File: src/verilog/pidsv_pkg.sv
// pidsv_pkg: constants, register map and types of the pid loop supervisor
// assumes a 100 MHz clock and a 32-bit apb register bus
package pidsv_pkg;
    // ==========
    // clocking and tick
    localparam int CLK_FREQ_HZ    = 100_000_000;
    localparam int TICK_TIME_MS   = 10;        // one control tick = 0.01 s
    localparam int TICK_CYCLES    = CLK_FREQ_HZ / 1000 * TICK_TIME_MS;
    localparam int TICKS_PER_TENTH = 10;
    localparam int TICKS_PER_SEC  = 100;
    // ==========
    // register byte offsets
    localparam logic [7:0] ADDR_CTRL     = 8'h00;
    localparam logic [7:0] ADDR_DERIV    = 8'h04;
    localparam logic [7:0] ADDR_OFFSET   = 8'h08;
    localparam logic [7:0] ADDR_LAG      = 8'h0C;
    localparam logic [7:0] ADDR_LOSS     = 8'h10;
    localparam logic [7:0] ADDR_ILIM     = 8'h14;
    localparam logic [7:0] ADDR_IRST     = 8'h18;
    localparam logic [7:0] ADDR_SLEEP    = 8'h1C;
    localparam logic [7:0] ADDR_WAKE     = 8'h20;
    localparam logic [7:0] ADDR_FBRANGE  = 8'h24;
    localparam logic [7:0] ADDR_GAIN     = 8'h28;
    localparam logic [7:0] ADDR_STATUS   = 8'h2C;
    localparam logic [7:0] ADDR_IRQSTAT  = 8'h30;
    localparam logic [7:0] ADDR_IRQMASK  = 8'h34;
    localparam logic [7:0] ADDR_FBVIEW   = 8'h38;
    localparam logic [7:0] ADDR_OUTVIEW  = 8'h3C;
    // ==========
    // field limits and reset values
    localparam logic [15:0] DERIV_MAX    = 16'h03E8;  // 10.00 s
    localparam logic [15:0] OFFSET_MAX   = 16'h006D;  // 109 %
    localparam logic [15:0] LAG_MAX      = 16'h0019;  // 2.5 s
    localparam logic [15:0] LEVEL_MAX    = 16'h0064;  // 100
    localparam logic [15:0] DELAY_MAX    = 16'h00FF;  // 25.5 s
    localparam logic [15:0] ILIM_MAX     = 16'h006D;  // 109
    localparam logic [15:0] IRST_MAX     = 16'h001E;  // 30 s
    localparam logic [15:0] MARGIN_MAX   = 16'h0064;  // 100 units
    localparam logic [15:0] FREQ_MAX     = 16'hFDE8;  // 650.00 Hz
    localparam logic [15:0] FB_MAX_LIM   = 16'h03E7;  // 999
    localparam logic [15:0] GAIN_MAX     = 16'h03E8;  // 10.00
    localparam logic [15:0] GAIN_RESET   = 16'h0064;  // 1.00
    localparam logic [15:0] FBMAX_RESET  = 16'h03E7;
    localparam int          GAIN_SHIFT   = 7;         // /128 approximates /100
    localparam int          NUM_EVENTS   = 4;
    // event bit positions
    localparam int EV_LOSS  = 0;
    localparam int EV_SLEEP = 1;
    localparam int EV_WAKE  = 2;
    localparam int EV_IRST  = 3;
    // ==========
    // loop operation modes
    typedef enum logic [2:0] {
        PIDSV_OFF      = 3'h0,
        PIDSV_DEV_D    = 3'h1,
        PIDSV_FB_D     = 3'h2,
        PIDSV_DEV_D_RV = 3'h3,
        PIDSV_FB_D_RV  = 3'h4
    } pidsv_op_t;
    // run state, gray along run -> sleep / reset-stop -> run
    typedef enum logic [1:0] {
        PIDSV_RUN   = 2'b00,
        PIDSV_SLEEP = 2'b01,
        PIDSV_IHOLD = 2'b10,
        PIDSV_LOST  = 2'b11
    } pidsv_state_t;
endpackage

File: src/verilog/pidsv_timer.sv
// pidsv_timer: counts control ticks while a condition holds
// assumes a one-cycle tick enable and a preset in tick units
`timescale 1ns/1ps
module pidsv_timer #(
    parameter int W = 16
) (
    // clock and reset
    input  wire logic         clk,
    input  wire logic         rst_n,
    // control
    input  wire logic         tick,
    input  wire logic         cond,
    input  wire logic [W-1:0] limit,
    // result
    output logic              done
);
    logic [W-1:0] cnt_q;

    // ==========
    // count ticks while cond, restart when it drops
    always_ff @(posedge clk or negedge rst_n) begin
        if (!rst_n) begin
            cnt_q <= '0;
        end else if (!cond) begin
            cnt_q <= '0;
        end else if (tick && cnt_q < limit) begin
            cnt_q <= cnt_q + W'(1);
        end
    end

    // done once held for the whole limit
    always_ff @(posedge clk or negedge rst_n) begin
        if (!rst_n) begin
            done <= 1'b0;
        end else begin
            done <= cond && (cnt_q >= limit);
        end
    end
endmodule

File: src/verilog/pidsv_top.sv
// pidsv_top: supervisory and shaping logic around the pid speed loop
// assumes setpoint/feedback as signed 16-bit words synchronous to clk
// and an apb master for configuration
// Summary of operation
// derivative unit time programmable 0..10.00 s in hundredths.
// polarity 0 adds offset positively, 1 applies it negatively.
// loop output shifted by offset 0..109 percent with chosen polarity.
// output passes a first-order lag, time constant 0..2.5 s.
// mode 0 no loss check; mode 1 detect, keep running, flag.
// mode 2 stops the motor on loss and flags it.
// loss when setpoint minus feedback exceeds level 0..100.
// loss condition must persist delay 0..25.5 s before declared.
// integrator clamped at limit 0..109.
// reset time zero never clears the integrator.
// reset time 1..30 s clears integrator after match, then stops.
// after reset stop, resume once feedback leaves setpoint.
// restart margin 0..100 units of 1/8192.
// output below sleep level longer than delay: decelerate, sleep.
// asleep, output above wake level for delay: restart, wake.
// displayed feedback clamped between min and max 0..999.
// deviation is setpoint minus feedback times gain 0..10.00.
// derivative on deviation or feedback; reverse modes invert.
// all delays derive from one fixed 10 ms control tick.
`timescale 1ns/1ps
module pidsv_top (
    // clock and reset
    input  wire logic        clk,
    input  wire logic        rst_n,
    // apb slave
    input  wire logic        psel,
    input  wire logic        penable,
    input  wire logic        pwrite,
    input  wire logic [7:0]  paddr,
    input  wire logic [31:0] pwdata,
    output logic      [31:0] prdata,
    output logic             pready,
    output logic             pslverr,
    // loop signals
    input  wire logic [15:0] setpoint,
    input  wire logic [15:0] feedback,
    input  wire logic [15:0] loopOut,
    input  wire logic [15:0] integIn,
    // results
    output logic      [15:0] freqCmd,
    output logic      [15:0] integLimited,
    output logic      [15:0] derivTerm,
    output logic      [15:0] fbDisplay,
    output logic             integClear,
    output logic             runEnable,
    output logic             feedback_loss_indication,
    output logic             irq
);
    import pidsv_pkg::*;
    // ==========
    // configuration registers
    logic [2:0]  opMode_q;
    logic        offNeg_q;
    logic [1:0]  lossMode_q;
    logic [15:0] deriv_q, offset_q, lag_q, lossLvl_q, lossDly_q;
    logic [15:0] ilim_q, irst_q, margin_q;
    logic [15:0] sleepLvl_q, sleepDly_q, wakeLvl_q, wakeDly_q;
    logic [15:0] fbMax_q, fbMin_q, gain_q;
    logic [NUM_EVENTS-1:0] irqStat_q, irqMask_q, evt;
    pidsv_state_t state_q;
    logic wrEn;
    assign wrEn = psel && penable && pwrite;
    // saturate a written value at its field maximum
    function automatic logic [15:0] sat(input logic [31:0] v,
                                        input logic [15:0] m);
        sat = (v[31:16] != 16'h0000 || v[15:0] > m) ? m : v[15:0];
    endfunction
    // known register map test
    function automatic logic mapped(input logic [7:0] a);
        mapped = (a <= ADDR_OUTVIEW) && (a[1:0] == 2'b00);
    endfunction
    // register writes
    always_ff @(posedge clk or negedge rst_n) begin
        if (!rst_n) begin
            opMode_q   <= 3'h0;
            offNeg_q   <= 1'b0;
            lossMode_q <= 2'h0;
            deriv_q    <= 16'h0000;
            offset_q   <= 16'h0000;
            lag_q      <= 16'h0000;
            lossLvl_q  <= 16'h0000;
            lossDly_q  <= 16'h0000;
            ilim_q     <= ILIM_MAX;
            irst_q     <= 16'h0000;
            margin_q   <= 16'h0000;
            sleepLvl_q <= 16'h0000;
            sleepDly_q <= 16'h0000;
            wakeLvl_q  <= 16'h0000;
            wakeDly_q  <= 16'h0000;
            fbMax_q    <= FBMAX_RESET;
            fbMin_q    <= 16'h0000;
            gain_q     <= GAIN_RESET;
            irqMask_q  <= '0;
        end else if (wrEn) begin
            unique case (paddr)
                ADDR_CTRL: begin
                    opMode_q   <= (pwdata[2:0] > 3'h4) ? 3'h0 : pwdata[2:0];
                    offNeg_q   <= pwdata[4];
                    lossMode_q <= (pwdata[9:8] == 2'h3) ? 2'h0 : pwdata[9:8];
                end
                ADDR_DERIV:   deriv_q    <= sat(pwdata, DERIV_MAX);
                ADDR_OFFSET:  offset_q   <= sat(pwdata, OFFSET_MAX);
                ADDR_LAG:     lag_q      <= sat(pwdata, LAG_MAX);
                ADDR_LOSS: begin
                    lossLvl_q <= sat({16'h0000, pwdata[15:0]}, LEVEL_MAX);
                    lossDly_q <= sat({16'h0000, pwdata[31:16]}, DELAY_MAX);
                end
                ADDR_ILIM:    ilim_q     <= sat(pwdata, ILIM_MAX);
                ADDR_IRST: begin
                    irst_q   <= sat({16'h0000, pwdata[15:0]}, IRST_MAX);
                    margin_q <= sat({16'h0000, pwdata[31:16]}, MARGIN_MAX);
                end
                ADDR_SLEEP: begin
                    sleepLvl_q <= sat({16'h0000, pwdata[15:0]}, FREQ_MAX);
                    sleepDly_q <= sat({16'h0000, pwdata[31:16]}, DELAY_MAX);
                end
                ADDR_WAKE: begin
                    wakeLvl_q <= sat({16'h0000, pwdata[15:0]}, FREQ_MAX);
                    wakeDly_q <= sat({16'h0000, pwdata[31:16]}, DELAY_MAX);
                end
                ADDR_FBRANGE: begin
                    fbMax_q <= sat({16'h0000, pwdata[15:0]}, FB_MAX_LIM);
                    fbMin_q <= sat({16'h0000, pwdata[31:16]}, FB_MAX_LIM);
                end
                ADDR_GAIN:    gain_q     <= sat(pwdata, GAIN_MAX);
                ADDR_IRQMASK: irqMask_q  <= pwdata[NUM_EVENTS-1:0];
                default: ;
            endcase
        end
    end
    // ==========
    // control tick divider
    logic [23:0] divCnt_q;
    logic        tick_q;
    always_ff @(posedge clk or negedge rst_n) begin
        if (!rst_n) begin
            divCnt_q <= '0;
            tick_q   <= 1'b0;
        end else if (divCnt_q == 24'(TICK_CYCLES - 1)) begin
            divCnt_q <= '0;
            tick_q   <= 1'b1;
        end else begin
            divCnt_q <= divCnt_q + 24'h000001;
            tick_q   <= 1'b0;
        end
    end
    // tenths-of-second delays scaled to ticks
    function automatic logic [15:0] tenths(input logic [15:0] t);
        tenths = 16'(t * 16'(TICKS_PER_TENTH));
    endfunction
    // ==========
    // deviation with calibration gain
    logic signed [31:0] fbScaled;
    logic signed [16:0] deviation, lossErr;
    assign fbScaled  = ($signed(feedback) * $signed({1'b0, gain_q}))
                       >>> GAIN_SHIFT;
    assign deviation = 17'($signed(setpoint) - fbScaled);
    assign lossErr   = $signed(setpoint) - $signed(feedback);
    // derivative: sample every derivative unit time
    logic [15:0] dCnt_q;
    logic signed [16:0] dPrev_q, dSrc, dDiff;
    assign dSrc  = (opMode_q == PIDSV_FB_D || opMode_q == PIDSV_FB_D_RV) ?
                   -$signed({feedback[15], feedback}) : deviation;
    assign dDiff = dSrc - dPrev_q;
    always_ff @(posedge clk or negedge rst_n) begin
        if (!rst_n) begin
            dCnt_q    <= '0;
            dPrev_q   <= '0;
            derivTerm <= '0;
        end else if (opMode_q == PIDSV_OFF) begin
            derivTerm <= '0;
        end else if (tick_q) begin
            if (dCnt_q >= deriv_q) begin
                dCnt_q  <= '0;
                dPrev_q <= dSrc;
                derivTerm <= (opMode_q == PIDSV_DEV_D_RV ||
                              opMode_q == PIDSV_FB_D_RV) ?
                             16'(-dDiff) : 16'(dDiff);
            end else begin
                dCnt_q <= dCnt_q + 16'h0001;
            end
        end
    end
    // integrator clamp
    always_ff @(posedge clk or negedge rst_n) begin
        if (!rst_n) begin
            integLimited <= '0;
        end else if ($signed(integIn) > $signed(ilim_q)) begin
            integLimited <= ilim_q;
        end else if ($signed(integIn) < -$signed(ilim_q)) begin
            integLimited <= 16'(-$signed(ilim_q));
        end else begin
            integLimited <= integIn;
        end
    end
    // ==========
    // offset and lag filter
    logic signed [17:0] shifted;
    logic signed [31:0] lagAcc_q;
    assign shifted = offNeg_q ?
        18'($signed(loopOut) - $signed({1'b0, offset_q})) :
        18'($signed(loopOut) + $signed({1'b0, offset_q}));
    always_ff @(posedge clk or negedge rst_n) begin
        if (!rst_n) begin
            lagAcc_q <= '0;
        end else if (lag_q == 16'h0000) begin
            lagAcc_q <= 32'(shifted) <<< 8;
        end else if (tick_q) begin
            // one step per tick, weight 1/(tenths*10)
            lagAcc_q <= lagAcc_q + (((32'(shifted) <<< 8) - lagAcc_q) /
                        $signed({16'h0000, tenths(lag_q)}));
        end
    end
    // output command forced to zero while not running
    always_ff @(posedge clk or negedge rst_n) begin
        if (!rst_n) begin
            freqCmd <= '0;
        end else begin
            freqCmd <= runEnable ? 16'(lagAcc_q >>> 8) : 16'h0000;
        end
    end
    // ==========
    // timers
    logic lossDone, matchDone, sleepDone, wakeDone;
    logic lossCond, matchCond, sleepCond, wakeCond;
    logic [16:0] absDev;
    assign absDev    = lossErr[16] ? 17'(-lossErr) : lossErr;
    assign lossCond  = lossMode_q != 2'h0 &&
                       lossErr > $signed({1'b0, lossLvl_q});
    assign matchCond = irst_q != 16'h0000 && state_q == PIDSV_RUN &&
                       absDev == 17'h00000;
    assign sleepCond = state_q == PIDSV_RUN && loopOut < sleepLvl_q;
    assign wakeCond  = state_q == PIDSV_SLEEP && loopOut > wakeLvl_q;
    pidsv_timer #(.W(16)) uLoss (
        .clk(clk), .rst_n(rst_n), .tick(tick_q), .cond(lossCond),
        .limit(tenths(lossDly_q)), .done(lossDone));
    pidsv_timer #(.W(16)) uMatch (
        .clk(clk), .rst_n(rst_n), .tick(tick_q), .cond(matchCond),
        .limit(16'(irst_q * 16'(TICKS_PER_SEC))), .done(matchDone));
    pidsv_timer #(.W(16)) uSleep (
        .clk(clk), .rst_n(rst_n), .tick(tick_q), .cond(sleepCond),
        .limit(tenths(sleepDly_q)), .done(sleepDone));
    pidsv_timer #(.W(16)) uWake (
        .clk(clk), .rst_n(rst_n), .tick(tick_q), .cond(wakeCond),
        .limit(tenths(wakeDly_q)), .done(wakeDone));
    // ==========
    // run state machine
    always_ff @(posedge clk or negedge rst_n) begin
        if (!rst_n) begin
            state_q <= PIDSV_RUN;
        end else begin
            unique case (state_q)
                PIDSV_RUN: begin
                    if (lossDone && lossMode_q == 2'h2)
                        state_q <= PIDSV_LOST;
                    else if (matchDone)
                        state_q <= PIDSV_IHOLD;
                    else if (sleepDone)
                        state_q <= PIDSV_SLEEP;
                end
                PIDSV_IHOLD: begin
                    if (absDev > {1'b0, margin_q})
                        state_q <= PIDSV_RUN;
                end
                PIDSV_SLEEP: begin
                    if (wakeDone)
                        state_q <= PIDSV_RUN;
                end
                PIDSV_LOST: begin
                    if (lossMode_q != 2'h2)
                        state_q <= PIDSV_RUN;
                end
            endcase
        end
    end
    // run, clear and loss outputs
    always_ff @(posedge clk or negedge rst_n) begin
        if (!rst_n) begin
            runEnable  <= 1'b1;
            integClear <= 1'b0;
            feedback_loss_indication <= 1'b0;
        end else begin
            runEnable  <= (state_q == PIDSV_RUN);
            integClear <= matchDone && state_q == PIDSV_RUN;
            feedback_loss_indication <= lossDone;
        end
    end
    // displayed feedback clamp
    always_ff @(posedge clk or negedge rst_n) begin
        if (!rst_n) begin
            fbDisplay <= '0;
        end else if ($signed(feedback) > $signed(fbMax_q)) begin
            fbDisplay <= fbMax_q;
        end else if ($signed(feedback) < $signed(fbMin_q)) begin
            fbDisplay <= fbMin_q;
        end else begin
            fbDisplay <= feedback;
        end
    end
    // ==========
    // interrupts: sticky, write one to clear, set wins, mask 1 blocks
    logic lossSeen_q, sleepSeen_q;
    always_ff @(posedge clk or negedge rst_n) begin
        if (!rst_n) begin
            lossSeen_q  <= 1'b0;
            sleepSeen_q <= 1'b0;
        end else begin
            lossSeen_q  <= lossDone;
            sleepSeen_q <= state_q == PIDSV_SLEEP;
        end
    end
    assign evt[EV_LOSS]  = lossDone && !lossSeen_q;
    assign evt[EV_SLEEP] = state_q == PIDSV_SLEEP && !sleepSeen_q;
    assign evt[EV_WAKE]  = state_q != PIDSV_SLEEP && sleepSeen_q;
    assign evt[EV_IRST]  = matchDone && state_q == PIDSV_RUN;
    always_ff @(posedge clk or negedge rst_n) begin
        if (!rst_n) begin
            irqStat_q <= '0;
            irq       <= 1'b0;
        end else begin
            irqStat_q <= (irqStat_q &
                ~((wrEn && paddr == ADDR_IRQSTAT) ?
                  pwdata[NUM_EVENTS-1:0] : '0)) | evt;
            irq <= |(irqStat_q & ~irqMask_q);
        end
    end
    // ==========
    // apb read and answer, zero wait states
    always_ff @(posedge clk or negedge rst_n) begin
        if (!rst_n) begin
            prdata  <= '0;
            pready  <= 1'b0;
            pslverr <= 1'b0;
        end else begin
            pready  <= psel && !penable;
            pslverr <= psel && !penable && !mapped(paddr);
            prdata  <= '0;
            if (psel && !penable && !pwrite) begin
                unique case (paddr)
                    ADDR_CTRL:    prdata <= {22'h0, lossMode_q, 3'h0,
                                             offNeg_q, 1'b0, opMode_q};
                    ADDR_DERIV:   prdata <= {16'h0, deriv_q};
                    ADDR_OFFSET:  prdata <= {16'h0, offset_q};
                    ADDR_LAG:     prdata <= {16'h0, lag_q};
                    ADDR_LOSS:    prdata <= {lossDly_q, lossLvl_q};
                    ADDR_ILIM:    prdata <= {16'h0, ilim_q};
                    ADDR_IRST:    prdata <= {margin_q, irst_q};
                    ADDR_SLEEP:   prdata <= {sleepDly_q, sleepLvl_q};
                    ADDR_WAKE:    prdata <= {wakeDly_q, wakeLvl_q};
                    ADDR_FBRANGE: prdata <= {fbMin_q, fbMax_q};
                    ADDR_GAIN:    prdata <= {16'h0, gain_q};
                    ADDR_STATUS:  prdata <= {28'h0, state_q, runEnable,
                                             feedback_loss_indication};
                    ADDR_IRQSTAT: prdata <= {28'h0, irqStat_q};
                    ADDR_IRQMASK: prdata <= {28'h0, irqMask_q};
                    ADDR_FBVIEW:  prdata <= {16'h0, fbDisplay};
                    ADDR_OUTVIEW: prdata <= {16'h0, freqCmd};
                    default:      prdata <= '0;
                endcase
            end
        end
    end
endmodule
File: config.mk
export PLATFORM = sky130hd
export DESIGN_NAME = pidsv_top
export DESIGN_NICKNAME = d
export VERILOG_FILES = /design/src/verilog/pidsv_pkg.sv /design/src/verilog/pidsv_timer.sv /design/src/verilog/pidsv_top.sv
export SDC_FILE = /design/constraint.sdc
export NUM_CORES = 2
export LEC_CHECK = 0
export ABC_CLOCK_PERIOD_IN_PS = 105700
export BUFFER_PORTS_ARGS = -buffer_cell sky130_fd_sc_hd__buf_2
export CAP_MARGIN = 20
export CORE_MARGIN = 2
export CORE_UTILIZATION = 50
export DETAILED_ROUTE_END_ITERATION = 7
export GPL_TIMING_DRIVEN = 0
export PLACE_DENSITY = 0.77
export SLEW_MARGIN = 20
export SYNTH_ARGS = -nofsm -noshare
export SYNTH_HDL_FRONTEND = slang
export SYNTH_SLANG_ARGS = --single-unit
File: constraint.sdc
create_clock -name clk -period 105.7 [get_ports clk]
set_clock_uncertainty 0.15 [all_clocks]
set_input_delay 21.14 -clock clk [delete_from_list [all_inputs] [get_ports clk]]
set_output_delay 21.14 -clock clk [all_outputs]
set_load 0.02 [all_outputs]
---- After elaboration in Yosys (flattened, before gate mapping) ----
Index checks and enable logic that the tools add are counted.
storage, ports and cells
  register bits ........................... 516
  output and inout bits ................... 102
cells by class
  add/sub/neg operators ................... 17
  multiply operators ...................... 6
  divide/modulo/power cells ............... 1
  magnitude comparators ................... 29
  equality and inequality tests ........... 34
  mux-type cells .......................... 47
  bitwise operators ....................... 6
  reduce and logical (&&, ||, !) cells .... 64
operator list
  operator                                                         count
  one-hot mux 32 bit (16 select lines)                             1
  2-to-1 mux 16 bit                                                29
  < comparator 16 bit                                              7
  2-to-1 mux 32 bit                                                3
  adder 16 x 1 -> 16 bit, second input constant                    5
  greater-or-equal comparator 16 bit                               5
  == test 8 x 6 -> 1 bit, second input constant                    8
  multiplier 16 x 3 -> 15 bit, second input constant               4
  greater-than comparator 16 x 10 -> 1 bit, second input constant  3
  greater-than comparator 16 bit                                   3
  greater-than comparator 16 x 7 -> 1 bit, second input constant   3
  negator 16 bit                                                   3
  adder 32 bit                                                     1
  divider 32 x 17 -> 32 bit                                        1
  == test 8 x 5 -> 1 bit, second input constant                    4
  greater-than comparator 16 x 5 -> 1 bit, second input constant   2
  nonzero test 16 bit                                              2
  subtractor 16 bit                                                2
  subtractor 26 x 32 -> 32 bit                                     1
  AND reduction 2 bit                                              14
  logical AND 1 bit                                                25
  adder 24 x 1 -> 24 bit, second input constant                    1
  == test 24 x 20 -> 1 bit, second input constant                  1
  2-to-1 mux 24 bit                                                1
  other kinds (43)                                                 75

---- Longest topological paths before layout ----
  depth in word-level cells ............... 9
  mapped depth ............................ 553

---- By module ----
From an unflattened synthesis, not the netlist that was laid out.
second synthesis, totals
  cell total of the unflattened synthesis .. 8,178
  area, all modules ....................... 66,125.9 um^2
by module, submodules not included
  module       times used  cells an instance  area each (um^2)  sequential area each (um^2)
  pidsv_top    1           7,570              60,810.8          11,232.0
  pidsv_timer  4           152                1,328.8           425.4

---- Worst setup path before layout ----
Ideal clock, no wire load.
  path kind ............................... input to register
  start point ............................. input port loopOut[0]
  end point ............................... register lagAcc_q[31]
  setup time .............................. 0.129 ns
  arrival time ............................ 123.445 ns
  data required time ...................... 105.421 ns
  path slack .............................. -18.024 ns
  stages .................................. 532
  buffers on the path ..................... 46
  cell sequence ........................... inv_1 > ha_1 > fa_1 > nor2b_1 > o21ai_0 > nand2b_1 > a21o_1 > a21o_1 > a21o_1 > a21o_1 > a21o_1 > a21o_1 > a21o_1 > a21o_1 > a21o_1 > a21o_1 > a21o_1 > a21oi_1 > (+496 left out) > o21bai_1 > a21oi_1 > o21bai_1 > a21oi_1 > o21bai_1 > a21oi_1 > o21bai_1 > a21oi_1 > nor2b_1 > o21a_1 > o21a_1 > o21a_1 > o21ai_0 > nand2b_1 > a21oi_1 > xnor2_1 > and4_1 > o41a_1
between the ends
  longest elaborated chain between the ends .. 7
ends and longest elaborated chain
  what                                                                     line                                text
  start: declaration                                                       pidsv_top.sv:41                     input wire logic [15:0] loopOut,
  adder 16 x 17 -> 18 bit or subtractor 16 x 17 -> 18 bit (tied branches)  pidsv_top.sv:206, pidsv_top.sv:205
  2-to-1 mux 18 bit *                                                      pidsv_top.sv:204                    assign shifted = offNeg_q ?
  subtractor 26 x 32 -> 32 bit                                             pidsv_top.sv:214                    lagAcc_q <= lagAcc_q + (((32'(shifted) <<< 8) - lagAcc_q) /
  divider 32 x 17 -> 32 bit                                                pidsv_top.sv:214
  adder 32 bit                                                             pidsv_top.sv:214
  2-to-1 mux 32 bit                                                        pidsv_top.sv:212                    end else if (tick_q) begin
  2-to-1 mux 32 bit *                                                      pidsv_top.sv:210                    end else if (lag_q == 16'h0000) begin
  end signal: assignment                                                   pidsv_top.sv:211                    lagAcc_q <= 32'(shifted) <<< 8;
  end signal: assignment                                                   pidsv_top.sv:214
  end: declaration                                                         pidsv_top.sv:203                    logic signed [31:0] lagAcc_q;
Every way passes the cells marked *; elsewhere a longest branch is shown, timed or not. The select of a mux whose other input is x is not followed.
A chain may end at the register's enable or synchronous reset.

---- Worst setup path after layout ----
Same ends and word-level chain as after synthesis.

==> flow_summary.yaml <==
status:
  status: "complete, but fails checks"
  violations: "negative setup slack"
route:
  first_pass_iters: 8
  drt-wirelength-per-cell_um: 24.5
  wl_um: 273000
  drt_iter0_markers: 7191
  drc: 0
  vias: 71069
  antenna_left: 0
  viasPerCell: 6.38
critical_path:
  reg2regPathDepth: 535
  worst_setup_path_start_kind: "input port"
  reg2reg_setup_slack_ps: 7780
  max_stage_delay_ps: 520
  cpMaxStageDelayCell: "o41a_1"
  critPathRequiredTime_ps: 106050
  worstPathArrival_ps: 117410
  timing.rr.start: "offNeg_q"
  cp_common_cell: "o21a_1"
  critical_path_class: "input port to register"
  endpoint_kind: "register"
  worstPathMaxFanout: 6
  r2r_end: "lagAcc_q[31]"
worst_hold_path:
  min_path_type: "register to register"
  hp-start: "divCnt_q[23]"
  min_to: "divCnt_q[23]"
  whs_path_depth: 1
die:
  core_um2: 131000
  rows: 133
  start_util: 0.502
  ios: 211
  fp.dieW_um: 367
  die_area_um2: 134000
  fp.dieH_um: 367
timing:
  worst_pin_slew_ps: 1240
  fin_setup_tns_ps: -284240
  finalMaxSlewViolations: 0
  max_freq_ghz: 0.00854
  final.period_utilization: 1.11
  fin_ws_ps: -11360
  grt_setup_unrepaired: "yes"
  setup_violations: 32
  slew_headroom: 0.170
  hold_viol_final: 0
  period_minus_slack_ps: 117060
clocking:
  root_buffer: "clkbuf_16"
  cts.reportedPaths.clkPinSlew_ps: 60
  clk_latency_ps: 680
  cts_tree: "built"
  cts_num_sinks: 516
  clockBufferDepth: 3
  cts_buffers: 56
  htree_levels: 2
grt:
  grt_pass1_wl_um: 399000
  grt_max_degree: 98
  antenna_found_initial: 27
  grt_overflow_total: 0
  grt_usage: 0.378
  first_global_vias: 69131
logic_synthesis:
  synth_edf_count: 0
  netlist_instances: 8137
  yosysTopAreaCellShare: 0.190
  synth_seq_cells: 516
  synth_warnings: 0
  synth-async-reset-ratio: 1.00
  synth_cell_types: 139
  synth_area_um2: 65800
  yosys_most_used_dff: "dfrtp_1"
  syn-num-nets: 9314
  synth_area_per_cell_um2: 8.08
  ys_seq_area_frac: 0.197
  synth_top_area_cell: "dfrtp_1"
  synth.area.top_cells: "dfrtp_1 (19%), ha_1 (17%), fa_1 (5.4%)"
final_layout:
  fin_area_um2: 82200
  nFillCells: 10539
  drive_gt1_frac: 0.216
  layout_commonest_cell: "buf_4"
  nets: 10498
  synthToLayoutAreaGrowth_pct: 25.0
  multi_input_area_um2: 52500
  seq_area_um2: 12900
  most-common-layout-cells: "buf_4 (905), ha_1 (834), nand2_1 (687)"
  reg_top3: "lagAcc_q: 32 flops, prdata: 32 flops, divCnt_q: 24 flops"
place:
  place_hpwl_um: 196000
  pre_cts_slack_ps: -21580
  place.port_buffers: 207
  placed_cell_area_um2: 71000
  gp_congestion: 1.03
flow_run:
  max_cap_viol_count: 0
metal layers:
layer  track usage  routed length (um)  vias to the layer above
met4         0.229               21800                       24
met3        0.0748               26200                     1427
met5             0                 182                        -
met2         0.625              123000                     4260
li1              -                   -                    31431
met1         0.452              102000                    33927
kinds of logic after synthesis:
| group | synth area share |
|---|---|
| simple gates | 0.212 |
| compound gates | 0.218 |
| fa+ha+maj | 0.224 |
| buf+inv | 0.0545 |
| xor+xnor | 0.0701 |
| flops | 0.197 |
| mux | 0.0252 |
critical path: cells and delay by family:
| family | cells | cell delay [ps] |
|---|---|---|
| muxes | 13 | 3820 |
| AOI/OAI and AO/OA | 313 | 56820 |
| xor gates and xnor gates | 2 | 250 |
| and+or+nand+nor | 122 | 19370 |
| buffers and inverters | 48 | 6520 |
| adders and majority gates | 36 | 9240 |
synth_stat cells, types with 177 or more instances:
master / instances
ha_1: 891
clkbuf_1: 219
o21a_1: 242
a21oi_1: 555
nor2_1: 671
dfrtp_1: 499
nor3_1: 297
and2_1: 219
xnor2_1: 316
xor2_1: 203
nand2_1: 710
inv_1: 623
o21ai_0: 421
fa_1: 177
area by class of cell:
| class | count | area share |
|---|---|---|
| well taps | 1755 | 0.0267 |
| plain buffers | 272 | 0.0217 |
| diodes | 11 | 0.000335 |
| inverters | 626 | 0.0289 |
| repair buffers | 1136 | 0.102 |
| multi-input cells | 6713 | 0.639 |
| clock inverters | 36 | 0.00616 |
| flip-flops and latches | 516 | 0.157 |
| clock buffers | 70 | 0.0181 |
through the flow:
step	hold WS [ps]	utilization	instances
finish	335	0.628	11135
global route	361	0.628	11127
CTS	333	0.611	10947
detailed placement	318	0.542	10116
global placement	300	0.539	10099
floorplan	244	-	8137
timing repair:
| action | CTS | global route |
|---|---|---|
| resized for setup | 297 | 155 |
| cloned | 5 | 2 |
| setup endpoints to repair | 32 | 32 |
| hold buffers | 0 | 0 |
| buffers inserted | 726 | 212 |
| pin swaps | 432 | 448 |
worst max path at each step:
stage                           from      endpoint  slack [ps]  cells after the start
final                     loopOut[0]  lagAcc_q[31]      -11360                    534
after global placement    loopOut[0]  lagAcc_q[31]      -20190                    524
after detailed placement  loopOut[0]  lagAcc_q[31]      -21580                    526
after global routing      loopOut[0]  lagAcc_q[31]      -14370                    532
after CTS                 loopOut[0]  lagAcc_q[31]       -8530                    534
after floorplan           loopOut[0]  lagAcc_q[31]       -6800                    538
Power is not shown: default switching activity piles up to over one toggle a cycle in this logic, so the estimate is an artifact.
